`src/rtl/gpio_wake_pkg.sv`:
```
// constants for the general-purpose port with wake-up
package gpio_wake_pkg;
  localparam int          DATA_W       = 8;
  localparam int          ADDR_W       = 3;
  localparam logic [2:0]  ADDR_DATA    = 3'h0;
  localparam logic [2:0]  ADDR_DIR     = 3'h1;
  localparam logic [2:0]  ADDR_PU      = 3'h2;
  localparam logic [2:0]  ADDR_WAKE    = 3'h3;
  localparam logic [2:0]  ADDR_STR     = 3'h4;
  localparam int          STR_BIT      = 0;
  localparam logic [7:0]  RST_DATA     = 8'hFF;
  localparam logic [7:0]  RST_DIR      = 8'hFF;
  localparam logic [7:0]  RST_PU       = 8'h00;
  localparam logic [7:0]  RST_WAKE     = 8'h00;
  localparam logic        RST_STR      = 1'b0;
  localparam logic [7:0]  MASK_4PIN    = 8'h0F;
  localparam logic [7:0]  MASK_8PIN    = 8'hFF;
endpackage : gpio_wake_pkg

```
`src/rtl/port_a_gpio_wakeup.sv`:
```
// general-purpose port with pull-up control and falling-edge wake-up
`timescale 1ns/1ps
module port_a_gpio_wakeup #(
  parameter bit EIGHT_PIN = 1'b1
) (
  input  wire logic       i_ref_clk,    // system clock, 200 MHz
  input  wire logic       i_nrst,       // async reset, active low
  input  wire logic [2:0] i_addr,       // register select
  input  wire logic       i_wr,         // write strobe
  input  wire logic [7:0] i_wdata,      // write data
  input  wire logic       i_rd,         // read strobe
  output logic      [7:0] o_rdata,      // read data, valid cycle after rd
  input  wire logic       i_low_power,  // core in sleep or idle
  input  wire logic [7:0] i_pin,        // pin levels from pads
  output logic      [7:0] o_pin_out,    // pad output value
  output logic      [7:0] o_pin_oe,     // pad drive enable, high drives
  output logic      [7:0] o_pullup_on,  // weak pull-up enable per pin
  output logic      [7:0] o_pullup_strong, // stronger pull-up per pin
  output logic            o_wake_req    // wake-up request pulse
);
  localparam logic [7:0] MASK = EIGHT_PIN ? gpio_wake_pkg::MASK_8PIN
                                          : gpio_wake_pkg::MASK_4PIN;

  // programmer-visible registers
  logic [7:0] port_data;
  logic [7:0] direction_ctrl;
  logic [7:0] pullup_enable;
  logic [7:0] wake_enable;
  logic       pullup_strength_sel;

  // next values of the registers
  logic [7:0] next_port_data;
  logic [7:0] next_direction_ctrl;
  logic [7:0] next_pullup_enable;
  logic [7:0] next_wake_enable;
  logic       next_pullup_strength_sel;

  // read port: selected word, masked views and the held result
  logic [7:0] next_rdata;
  logic [7:0] next_rdata_hold;
  logic [7:0] view_data;
  logic [7:0] view_dir;
  logic [7:0] view_pu;
  logic [7:0] view_wake;
  logic [7:0] view_str;

  // write strobes, one per register
  logic       wr_data;
  logic       wr_dir;
  logic       wr_pu;
  logic       wr_wake;
  logic       wr_str;

  // per-pin results gathered from the pin loop
  wire  [7:0] pin_level;
  wire  [7:0] is_input;
  wire  [7:0] read_value;
  wire  [7:0] pin_fell;
  wire  [7:0] wake_armed;
  wire  [7:0] fall;
  wire  [7:0] pullup_allowed;
  wire  [7:0] next_pin_out;
  wire  [7:0] next_pin_oe;
  wire  [7:0] next_pullup_on;
  wire  [7:0] next_pullup_strong;

  // wake request path
  logic       any_fall;
  logic       next_wake_req;

  // unmapped offsets raise no strobe, so writes there are dropped
  assign wr_data = i_wr && (i_addr == gpio_wake_pkg::ADDR_DATA);
  assign wr_dir  = i_wr && (i_addr == gpio_wake_pkg::ADDR_DIR);
  assign wr_pu   = i_wr && (i_addr == gpio_wake_pkg::ADDR_PU);
  assign wr_wake = i_wr && (i_addr == gpio_wake_pkg::ADDR_WAKE);
  assign wr_str  = i_wr && (i_addr == gpio_wake_pkg::ADDR_STR);

  // per-pin logic; pins above the variant's width are tied to zero
  for (genvar p = 0; p < gpio_wake_pkg::DATA_W; p++) begin : g_pin
    if (MASK[p]) begin : g_used
      logic meta;
      logic sync;
      logic prev;

      // levels reset low so no falling edge is seen at release
      // first stage
      always_ff @(posedge i_ref_clk or negedge i_nrst) begin
        if (!i_nrst) begin
          meta <= 1'b0;
        end else begin
          meta <= i_pin[p];
        end
      end

      always_ff @(posedge i_ref_clk or negedge i_nrst) begin
        if (!i_nrst) begin
          sync <= 1'b0;
        end else begin
          sync <= meta;
        end
      end

      always_ff @(posedge i_ref_clk or negedge i_nrst) begin
        if (!i_nrst) begin
          prev <= 1'b0;
        end else begin
          prev <= sync;
        end
      end

      assign pin_level[p] = sync;

      assign is_input[p] = direction_ctrl[p];

      assign read_value[p] = is_input[p] ? pin_level[p] : port_data[p];

      // high then low is a falling edge
      assign pin_fell[p] = prev & ~sync;

      assign wake_armed[p] = wake_enable[p] & is_input[p];
      assign fall[p]       = pin_fell[p] & wake_armed[p];

      assign next_pin_out[p] = port_data[p];
      assign next_pin_oe[p]  = ~is_input[p];

      assign pullup_allowed[p] = is_input[p];
      assign next_pullup_on[p] = pullup_enable[p] & pullup_allowed[p];

      // strength only where pull-up is on
      assign next_pullup_strong[p] = next_pullup_on[p] & pullup_strength_sel;
    end else begin : g_unused
      assign pin_level[p]          = 1'b0;
      assign is_input[p]           = 1'b0;
      assign read_value[p]         = 1'b0;

      // absent pins never wake
      assign pin_fell[p]           = 1'b0;
      assign wake_armed[p]         = 1'b0;
      assign fall[p]               = 1'b0;

      // absent pins never drive or pull
      assign pullup_allowed[p]     = 1'b0;
      assign next_pin_out[p]       = 1'b0;
      assign next_pin_oe[p]        = 1'b0;
      assign next_pullup_on[p]     = 1'b0;
      assign next_pullup_strong[p] = 1'b0;
    end
  end

  // latch changes only on a port write
  always_comb begin
    next_port_data = port_data;
    if (wr_data) begin
      next_port_data = i_wdata & MASK;
    end
  end

  always_ff @(posedge i_ref_clk or negedge i_nrst) begin
    if (!i_nrst) begin
      port_data <= gpio_wake_pkg::RST_DATA & MASK;
    end else begin
      port_data <= next_port_data;
    end
  end

  always_comb begin
    next_direction_ctrl = direction_ctrl;
    if (wr_dir) begin
      next_direction_ctrl = i_wdata & MASK;
    end
  end

  always_ff @(posedge i_ref_clk or negedge i_nrst) begin
    if (!i_nrst) begin
      direction_ctrl <= gpio_wake_pkg::RST_DIR & MASK;
    end else begin
      direction_ctrl <= next_direction_ctrl;
    end
  end

  always_comb begin
    next_pullup_enable = pullup_enable;
    if (wr_pu) begin
      next_pullup_enable = i_wdata & MASK;
    end
  end

  always_ff @(posedge i_ref_clk or negedge i_nrst) begin
    if (!i_nrst) begin
      pullup_enable <= gpio_wake_pkg::RST_PU;
    end else begin
      pullup_enable <= next_pullup_enable;
    end
  end

  always_comb begin
    next_wake_enable = wake_enable;
    if (wr_wake) begin
      next_wake_enable = i_wdata & MASK;
    end
  end

  always_ff @(posedge i_ref_clk or negedge i_nrst) begin
    if (!i_nrst) begin
      wake_enable <= gpio_wake_pkg::RST_WAKE;
    end else begin
      wake_enable <= next_wake_enable;
    end
  end

  // strength select, one bit for all pins
  always_comb begin
    next_pullup_strength_sel = pullup_strength_sel;
    if (wr_str) begin
      next_pullup_strength_sel = i_wdata[gpio_wake_pkg::STR_BIT];
    end
  end

  always_ff @(posedge i_ref_clk or negedge i_nrst) begin
    if (!i_nrst) begin
      pullup_strength_sel <= gpio_wake_pkg::RST_STR;
    end else begin
      pullup_strength_sel <= next_pullup_strength_sel;
    end
  end

  always_comb begin
    view_data = read_value & MASK;
    view_dir  = direction_ctrl & MASK;
    view_pu   = pullup_enable & MASK;
    view_wake = wake_enable & MASK;
    view_str  = {7'h00, pullup_strength_sel};
  end

  always_comb begin
    next_rdata = 8'h00;
    unique case (i_addr)
      gpio_wake_pkg::ADDR_DATA: begin
        next_rdata = view_data;
      end
      gpio_wake_pkg::ADDR_DIR: begin
        next_rdata = view_dir;
      end
      gpio_wake_pkg::ADDR_PU: begin
        next_rdata = view_pu;
      end
      gpio_wake_pkg::ADDR_WAKE: begin
        next_rdata = view_wake;
      end
      gpio_wake_pkg::ADDR_STR: begin
        next_rdata = view_str;
      end
      default: begin
        next_rdata = 8'h00;
      end
    endcase
  end

  // read data is reloaded only on a read strobe and then holds
  always_comb begin
    next_rdata_hold = o_rdata;
    if (i_rd) begin
      next_rdata_hold = next_rdata;
    end
  end

  always_ff @(posedge i_ref_clk or negedge i_nrst) begin
    if (!i_nrst) begin
      o_rdata <= 8'h00;
    end else begin
      o_rdata <= next_rdata_hold;
    end
  end

  // any armed falling edge while in sleep or idle
  always_comb begin
    any_fall      = |fall;
    next_wake_req = i_low_power && any_fall;
  end

  // pad outputs are registered from the per-pin next values
  // pad output value
  always_ff @(posedge i_ref_clk or negedge i_nrst) begin
    if (!i_nrst) begin
      o_pin_out <= 8'h00;
    end else begin
      o_pin_out <= next_pin_out;
    end
  end

  always_ff @(posedge i_ref_clk or negedge i_nrst) begin
    if (!i_nrst) begin
      o_pin_oe <= 8'h00;
    end else begin
      o_pin_oe <= next_pin_oe;
    end
  end

  always_ff @(posedge i_ref_clk or negedge i_nrst) begin
    if (!i_nrst) begin
      o_pullup_on <= 8'h00;
    end else begin
      o_pullup_on <= next_pullup_on;
    end
  end

  always_ff @(posedge i_ref_clk or negedge i_nrst) begin
    if (!i_nrst) begin
      o_pullup_strong <= 8'h00;
    end else begin
      o_pullup_strong <= next_pullup_strong;
    end
  end

  always_ff @(posedge i_ref_clk or negedge i_nrst) begin
    if (!i_nrst) begin
      o_wake_req <= 1'b0;
    end else begin
      o_wake_req <= next_wake_req;
    end
  end
endmodule : port_a_gpio_wakeup

```
`config.mk`:
```
export PLATFORM = sky130hd
export DESIGN_NAME = port_a_gpio_wakeup
export DESIGN_NICKNAME = d
export VERILOG_FILES = /design/src/rtl/gpio_wake_pkg.sv /design/src/rtl/port_a_gpio_wakeup.sv
export SDC_FILE = /design/constraint.sdc
export NUM_CORES = 1
export LEC_CHECK = 0
export BUFFER_PORTS_ARGS = -buffer_cell sky130_fd_sc_hd__buf_2
export CORE_MARGIN = 2
export CORE_UTILIZATION = 58
export DETAILED_ROUTE_END_ITERATION = 7
export HOLD_SLACK_MARGIN = 0.15
export PLACE_DENSITY_LB_ADDON = 0.08
export RECOVER_POWER = 100
export SYNTH_ARGS = -nofsm -noshare
export SYNTH_HDL_FRONTEND = slang
export SYNTH_SLANG_ARGS = --single-unit
```
`constraint.sdc`:
```
create_clock -name i_ref_clk -period 2.6 [get_ports i_ref_clk]
set_clock_uncertainty 0.15 [all_clocks]
set_input_delay 0.13 -clock i_ref_clk [delete_from_list [all_inputs] [get_ports i_ref_clk]]
set_output_delay 0.13 -clock i_ref_clk [all_outputs]
set_load 0.01 [all_outputs]
```
**Word-level counts from Yosys, hierarchy flattened**

Index checks and enable logic that the tools add are counted.

- Output and inout port bits: 41
- Register bits: 98
- Logic and storage cells: 112
- Bits of input ports: 24

- Equal/unequal tests: 4
- Muxes and demuxes: 9
- Reductions and logical operators: 8
- Bitwise operators: 56

Operators by type and width:

| operator | count |
|---|---|
| $and A1 B1 Y1 | 40 |
| $pmux W8 S5 | 1 |
| $not A1 Y1 | 16 |
| $mux W1 | 8 |
| $reduce_or A8 Y1 | 1 |
| $eq A3 B2 Y1 const B | 2 |
| $logic_and A1 B1 Y1 | 6 |
| $eq A3 B1 Y1 const B | 1 |
| $eq A3 B3 Y1 const B | 1 |
| $logic_not A3 Y1 | 1 |

**Longest topological paths before layout**

Gate-level depths: netlist (run 1).

- Depth in word-level cells: 5
- Gate-level depth with buffers: 6
- Depth with buffers taken out: 3

**Worst setup path after synthesis (run 1)**

OpenSTA, ideal clock, no wires.

- Path kind: input to register
- From: input i_addr[1]
- To: register pullup_enable[0]
- Library setup time: 0.125 ns
- Stages on the path: 4
- Required time: 2.325 ns
- Slack: 1.144 ns
- Arrival time: 1.182 ns
- Buffers on the path: 1
- Cell sequence: buf_4 -> inv_2 -> nor4b_4 -> mux2_2

- Longest elaborated chain between the ends: 2

Ends and longest elaborated chain:

| what | line | source |
|---|---|---|
| from (decl) | port_a_gpio_wakeup.sv:8 | `input wire logic [2:0] i_addr,` |
| $eq A3 B2 Y1 | port_a_gpio_wakeup.sv:74 | `assign wr_pu = i_wr && (i_addr == gpio_wake_pkg::ADDR_PU);` |
| $logic_and A1 B1 Y1 | port_a_gpio_wakeup.sv:74 |  |
| to (signal assigned) | port_a_gpio_wakeup.sv:190 | `pullup_enable <= gpio_wake_pkg::RST_PU;` |
| to (signal assigned) | port_a_gpio_wakeup.sv:192 | `pullup_enable <= next_pullup_enable;` |
| to (decl) | port_a_gpio_wakeup.sv:27 | `logic [7:0] pullup_enable;` |

Every way passes these cells.
A chain may end at the register's enable or synchronous reset.

**Worst setup path after layout (run 1)**

- From: input i_addr[1]
- To: register pullup_enable[4]

Same word-level chain as after synthesis.

==> summary.md, run 1 <==
| Metric | Value |
|---|---|
| Setup slack on the worst flop-to-flop path | `1.22 ns` |
| Max_cap viols | `0` |
| Xor/xnor share of the synthesized area | `0` |
| Vias/cell | `5.42` |
| Required time of the critical path | `2.69 ns` |
| Final GP Congestion | `0.766` |
| Reg2reg start | `next_pin_out[7]$_DFFE_PN1P_` |
| Largest net degree at the start of global routing | `43` |
| R2R cell count | `3` |
| Critical path launch point | `i_addr[1]` |
| Syn_nets | `273` |
| Final setup fails | `0` |
| Lkg Pwr | `1.86 nW` |
| Clock-pin slew on the worst setup and hold paths | `0.08 ns` |
| Synth area leader | `dfrtp_1` |
| Startpoint Class | `primary input` |
| DR vias | `2289` |
| Outcome | `complete, no violations` |
| Commonest non-fill, non-tap cell in the layout | `dfrtp_1` |
| Port buffer count | `64` |
| Layout cells sized above 1 | `0.179` |
| Adder-cell share of the synthesized area | `0` |
| CP endpoint | `pullup_enable[4]$_DFFE_PN0P_` |
| Setup ws final | `0.478 ns` |
| Final ANT Viol Nets | `0` |
| Die width | `81.5 um` |
| Final TNS setup | `0 ns` |
| Top-Level Pins | `65` |
| Unrepaired setup endpoints after global routing | `no` |
| Slew Viols, Final | `0` |
| N_diodes | `0` |
| Worst Tran Pin Value | `0.995 ns` |
| Root Driver | `clkbuf_8` |
| 1st-iter DRT viols | `140` |
| WHS | `0.207 ns` |
| Slew headroom | `0.337` |
| Place WS | `0.721 ns` |
| DR pass1 iterations | `4` |
| Post-synthesis mux area share | `0.0784` |
| Die ar. | `6640 um2` |
| Yosys synthesis warning count | `0` |
| Chip height | `81.5 um` |
| Max Buffers Root-to-Sink | `2` |
| DRC violations left | `0` |
| Syn-to-layout area delta | `20.7%` |
| All-Layer GR Usage | `0.238` |
| Syn Area/Cell | `14.0 um2` |
| Hold Violations, Final | `0` |
| Crit-path max FO | `12` |
| Synthesized area | `3480 um2` |
| Crit. End Element | `flop` |
| Share of the yosys chip area belonging to registers | `0.710` |
| CTS tree | `done` |
| Synthesized instance count | `249` |
| First-pass GRT wire length | `11300 um` |
| Yosys reg bits | `98` |
| Initial antenna violation count | `0` |
| Fmax | `0.471 GHz` |
| Reg-to-reg endpoint | `o_rdata[7]$_DFFE_PN0P_` |
| Clk sink count | `98` |
| Simple-gate area share of the yosys netlist | `0.0992` |
| Overflow left after global routing | `0` |
| Power density over cell area | `772 nW/um2` |
| Worst-Skew Late Latency | `0.35 ns` |
| Commonest cells after routing, fill and taps aside | `dfrtp_1 (82), clkbuf_1 (46), o21ai_0 (25), nand2_1 (23), dlygate4sd3_1 (22)` |
| Post-synth cell types | `27` |
| Core area | `5850 um2` |
| WL per Instance | `16.7 um` |
| Setup CP Type | `in -> reg` |
| Post-cts sizing count | `0` |
| Complex-gate fraction of the synthesized area | `0.0823` |
| Final worst path period need | `2.12 ns` |
| Worst vdd ir | `0.410 mV` |
| Period utilization | `0.816` |
| Vias in the first global route | `2242` |
| CTS Buf Count | `9` |
| Largest family of logic cells by synthesized area | `simple AND/OR/NAND/NOR gates` |
| Hold WC Path Type | `reg -> reg` |
| DP Wirelength | `4550 um` |
| Synth top area cells | `dfrtp_1 (59%), dfstp_2 (12%), mux2_2 (5.8%)` |
| Floorplan row count | `28` |
| H-tree levels | `3` |
| Synth top area share | `0.590` |
| Initial Utilization | `0.595` |
| Final net count | `367` |
| Routed wire length | `7040 um` |
| Data arrival, critical path | `2.21 ns` |
[per-layer routing]
layer  track usage  share of wire  vias to the layer above
li1              -              -                     1056
met1         0.329           0.46                     1157
met2         0.376           0.48                       67
met3        0.0571          0.049                        9
met4        0.0797          0.013                        0
met5             0              0                        -
[worst max-delay path: stages]
cell and delay, ns:
dlygate4sd3_1 0.53, buf_2 0.24, inv_1 0.24, nor4b_4 0.66, mux2_2 0.41
[kinds of logic after synthesis]
| logic type | count (synthesis) |
|---|---|
| and+or+nand+nor | 57 |
| AOI/OAI and AO/OA | 43 |
| muxes | 25 |
| buffers and inverters | 26 |
| DFF | 98 |
[cells in the mapped netlist, drive strengths merged]
library cell / instances
mux2: 18
nand3: 1
nand2: 23
buf: 3
nor2b: 1
and2: 8
clkbuf: 5
o21ai: 25
a32o: 7
nand4b: 9
nor2: 2
nor4b: 2
dfstp: 16
a31oi: 1
and3: 8
o22ai: 1
inv: 18
dfrtp: 82
o21a: 1
nor4bb: 1
mux2i: 7
o311ai: 7
o311a: 1
nand4: 2
[layout make-up]
| cell class | instances | area (um2) |
|---|---|---|
| fillers | 429 | 1650 |
| clock buffers | 10 | 128 |
| multi-input cells | 125 | 898 |
| repair buffers | 91 | 509 |
| well taps | 75 | 93.8 |
| flip-flops and latches | 98 | 2470 |
| inverters | 18 | 67.6 |
| clock inverters | 5 | 32.5 |
[how the worst min path moves through the flow]
stage / from / end / slack, ns / cells after the start
floorplan: i_nrst / g_pin[0].g_used.meta$_DFF_PN0_ / -0.32 / 0
finish: g_pin[3].g_used.meta$_DFF_PN0_ / g_pin[3].g_used.sync$_DFF_PN0_ / 0.21 / 0
detailed placement: i_nrst / o_pin_oe[3]$_DFF_PN0_ / -0.002 / 1
global placement: i_nrst / o_pin_oe[3]$_DFF_PN0_ / -0.005 / 1
CTS: i_nrst / o_rdata[0]$_DFFE_PN0P_ / 0.16 / 2
global route: g_pin[7].g_used.meta$_DFF_PN0_ / g_pin[7].g_used.sync$_DFF_PN0_ / 0.21 / 0
[power breakdown]
group          total (mW)  switching (mW)  internal (mW)
Combinational       0.470           0.259          0.210
Clock               0.828           0.489          0.339
Sequential           1.95           0.161           1.78
[through the flow]
| stage | area, um2 | instances | utilization | total power, mW |
|---|---|---|---|---|
| after floorplan | 3480 | 249 | - | 2.20 |
| after global placement | 3920 | 385 | 0.670 | 2.44 |
| after detailed placement | 3920 | 385 | 0.670 | 2.46 |
| after CTS | 4300 | 422 | 0.735 | 3.31 |
| after global routing | 4200 | 422 | 0.718 | 3.43 |
| final | 4200 | 422 | 0.718 | 3.24 |
[what timing repair did]
action / 4_1_cts / 5_1_grt
endpoints found under the hold margin: 138 / 0
hold buffers: 22 / 0
buffers inserted: 0 / 0
Power figures use the tool's default switching activity.
==> run 2: changes to the inputs <==
CORE_UTILIZATION = 54   (was 58)
clock period = 2.1 ns   (was 2.6 ns; I/O delays follow)
==> summary.md, run 2 (same netlist as run 1, synthesis figures left out) <==
| Metric | Value |
|---|---|
| Clock-pin slew on the worst setup and hold paths | `0.09 ns (was 0.08 ns)` |
| Commonest cells after routing, fill and taps aside | `dfrtp_1 (82), clkbuf_1 (49), o21ai_0 (25), nand2_1 (23), dlygate4sd3_1 (22) (was dfrtp_1 (82), clkbuf_1 (46), o21ai_0 (25), nand2_1 (23), dlygate4sd3_1 (22))` |
| Fin util | `0.681 (was 0.718)` |
| All-Layer GR Usage | `0.222 (was 0.238)` |
| Vias/cell | `5.25 (was 5.42)` |
| Chip height | `84.3 um (was 81.5 um)` |
| Slew Viols, Final | `0 (unchanged)` |
| DR vias | `2269 (was 2289)` |
| Final TNS setup | `0 ns (unchanged)` |
| CTS Buf Count | `9 (unchanged)` |
| Final ANT Viol Nets | `0 (unchanged)` |
| N_diodes | `0 (unchanged)` |
| Root Driver | `clkbuf_8 (unchanged)` |
| Required time of the critical path | `2.19 ns (was 2.69 ns)` |
| CTS tree | `done (unchanged)` |
| Post-CTS setup buffers | `0 (unchanged)` |
| FILL cells | `482 (was 429)` |
| WL per Instance | `16.9 um (was 16.7 um)` |
| Slew headroom | `0.513 (was 0.337)` |
| Initial antenna violation count | `0 (unchanged)` |
| Setup ws final | `0.254 ns (was 0.478 ns)` |
| Fin area | `4280 um2 (was 4200 um2)` |
| Worst vdd ir | `0.599 mV (was 0.410 mV)` |
| Vias in the first global route | `2260 (was 2242)` |
| Layout cells sized above 1 | `0.189 (was 0.179)` |
| Final GP Congestion | `0.789 (was 0.766)` |
| Die ar. | `7100 um2 (was 6640 um2)` |
| Final setup fails | `0 (unchanged)` |
| Floorplan row count | `29 (was 28)` |
| WHS | `0.204 ns (was 0.207 ns)` |
| Outcome | `complete, no violations (unchanged)` |
| Largest net degree at the start of global routing | `41 (was 43)` |
| Syn-to-layout area delta | `22.8% (was 20.7%)` |
| Port buffer count | `64 (unchanged)` |
| Fmax | `0.542 GHz` |
| First-pass GRT wire length | `11900 um (was 11300 um)` |
| Hold Violations, Final | `0 (unchanged)` |
| Commonest non-fill, non-tap cell in the layout | `dfrtp_1 (unchanged)` |
| Crit-path max FO | `10 (was 12)` |
| Place WS | `0.536 ns (was 0.721 ns)` |
| Routed wire length | `7290 um (was 7040 um)` |
| Max Buffers Root-to-Sink | `2 (unchanged)` |
| Max_cap viols | `0 (unchanged)` |
| 1st-iter DRT viols | `75 (was 140)` |
| Crit. End Element | `flop (unchanged)` |
| Worst Tran Pin Value | `0.730 ns (was 0.995 ns)` |
| Lkg Pwr | `1.91 nW (was 1.86 nW)` |
| DR pass1 iterations | `4 (unchanged)` |
| H-tree levels | `3 (unchanged)` |
| Final net count | `374 (was 367)` |
| Period utilization | `0.879` |
| Overflow left after global routing | `0 (unchanged)` |
| Top-Level Pins | `65 (unchanged)` |
| Hold WC Path Type | `reg -> reg (unchanged)` |
| Worst-Skew Late Latency | `0.35 ns (about the same)` |
| Final worst path period need | `1.85 ns` |
| Initial Utilization | `0.555 (was 0.595)` |
| DRC violations left | `0 (unchanged)` |
| Post-cts sizing count | `0 (unchanged)` |
| DP Area | `3970 um2 (was 3920 um2)` |
| Data arrival, critical path | `1.93 ns (was 2.21 ns)` |
| Unrepaired setup endpoints after global routing | `no (unchanged)` |
| Clk sink count | `98 (unchanged)` |
| Core area | `6280 um2 (was 5850 um2)` |
| Power density over cell area | `955 nW/um2 (was 772 nW/um2)` |
| DP Wirelength | `4790 um (was 4550 um)` |
| Startpoint Class | `primary input (unchanged)` |
| Setup CP Type | `in -> reg (unchanged)` |
| Die width | `84.3 um (was 81.5 um)` |
| Hold buffer count at cts | `23 (was 22)` |
run 2: cell count changes in the layout (fill, tap and decap cells not counted), sizes merged:
cell      change
buf           +6
clkbuf        +3
clkinvlp      -2
inv           +1
run 2: worst max-delay path, stage by stage:
cell and delay (ns):
dlygate4sd3_1 0.54, clkbuf_1 0.12, inv_1 0.19, nor4b_4 0.43, buf_4 0.22, mux2_2 0.33
run 2: stage by stage:
| step | power [mW] | cells |
|---|---|---|
| floorplan | 2.73 | 249 |
| global placement | 3.04 | 393 |
| detailed placement | 3.06 | 393 |
| CTS | 4.17 | 432 |
| global route | 4.30 | 432 |
| finish | 4.08 | 432 |
run 2: final timing paths:
| check | cells past startpoint | endpoint | slack, ns | startpoint |
|---|---|---|---|---|
| worst max-delay path | 6 | pullup_enable[4]$_DFFE_PN0P_ | 0.25 | i_addr[1] |
| worst min-delay path | 0 | g_pin[1].g_used.sync$_DFF_PN0_ | 0.20 | g_pin[1].g_used.meta$_DFF_PN0_ |
| worst max register to register | 3 | o_rdata[4]$_DFFE_PN0P_ | 0.73 | next_pin_out[4]$_DFFE_PN1P_ |
| worst min register to register | 0 | g_pin[1].g_used.sync$_DFF_PN0_ | 0.20 | g_pin[1].g_used.meta$_DFF_PN0_ |
| max in group asynchronous | 3 | o_rdata[5]$_DFFE_PN0P_ | 0.52 | i_nrst |
| min in group asynchronous | 2 | direction_ctrl[3]$_DFFE_PN1P_ | 0.50 | i_nrst |
run 2: final cells by class:
cell class | instances | area (um2) | share of cell area
clock inverter | 4 | 26.3 | 0.00615
timing repair buffer | 98 | 569 | 0.133
multi-input combinational | 125 | 898 | 0.210
inverter | 18 | 67.6 | 0.0158
tap | 77 | 96.3 | 0.0225
sequential | 98 | 2470 | 0.578
clock buffer | 12 | 145 | 0.0339
run 2: power by group:
| part | total, mW | switching, mW | internal, mW |
|---|---|---|---|
| logic | 0.591 | 0.323 | 0.269 |
| registers | 2.40 | 0.196 | 2.21 |
| clock network | 1.09 | 0.623 | 0.465 |
| total | 4.08 | 1.14 | 2.94 |
run 2: routing by layer:
| layer | track usage | wire length [um] | share of wire | vias up |
|---|---|---|---|---|
| met5 | 0 | 0 | 0 | - |
| li1 | - | - | - | 1081 |
| met3 | 0.0403 | 284 | 0.039 | 10 |
| met1 | 0.335 | 3550 | 0.49 | 1117 |
| met2 | 0.320 | 3310 | 0.45 | 61 |
| met4 | 0.0968 | 145 | 0.020 | 0 |
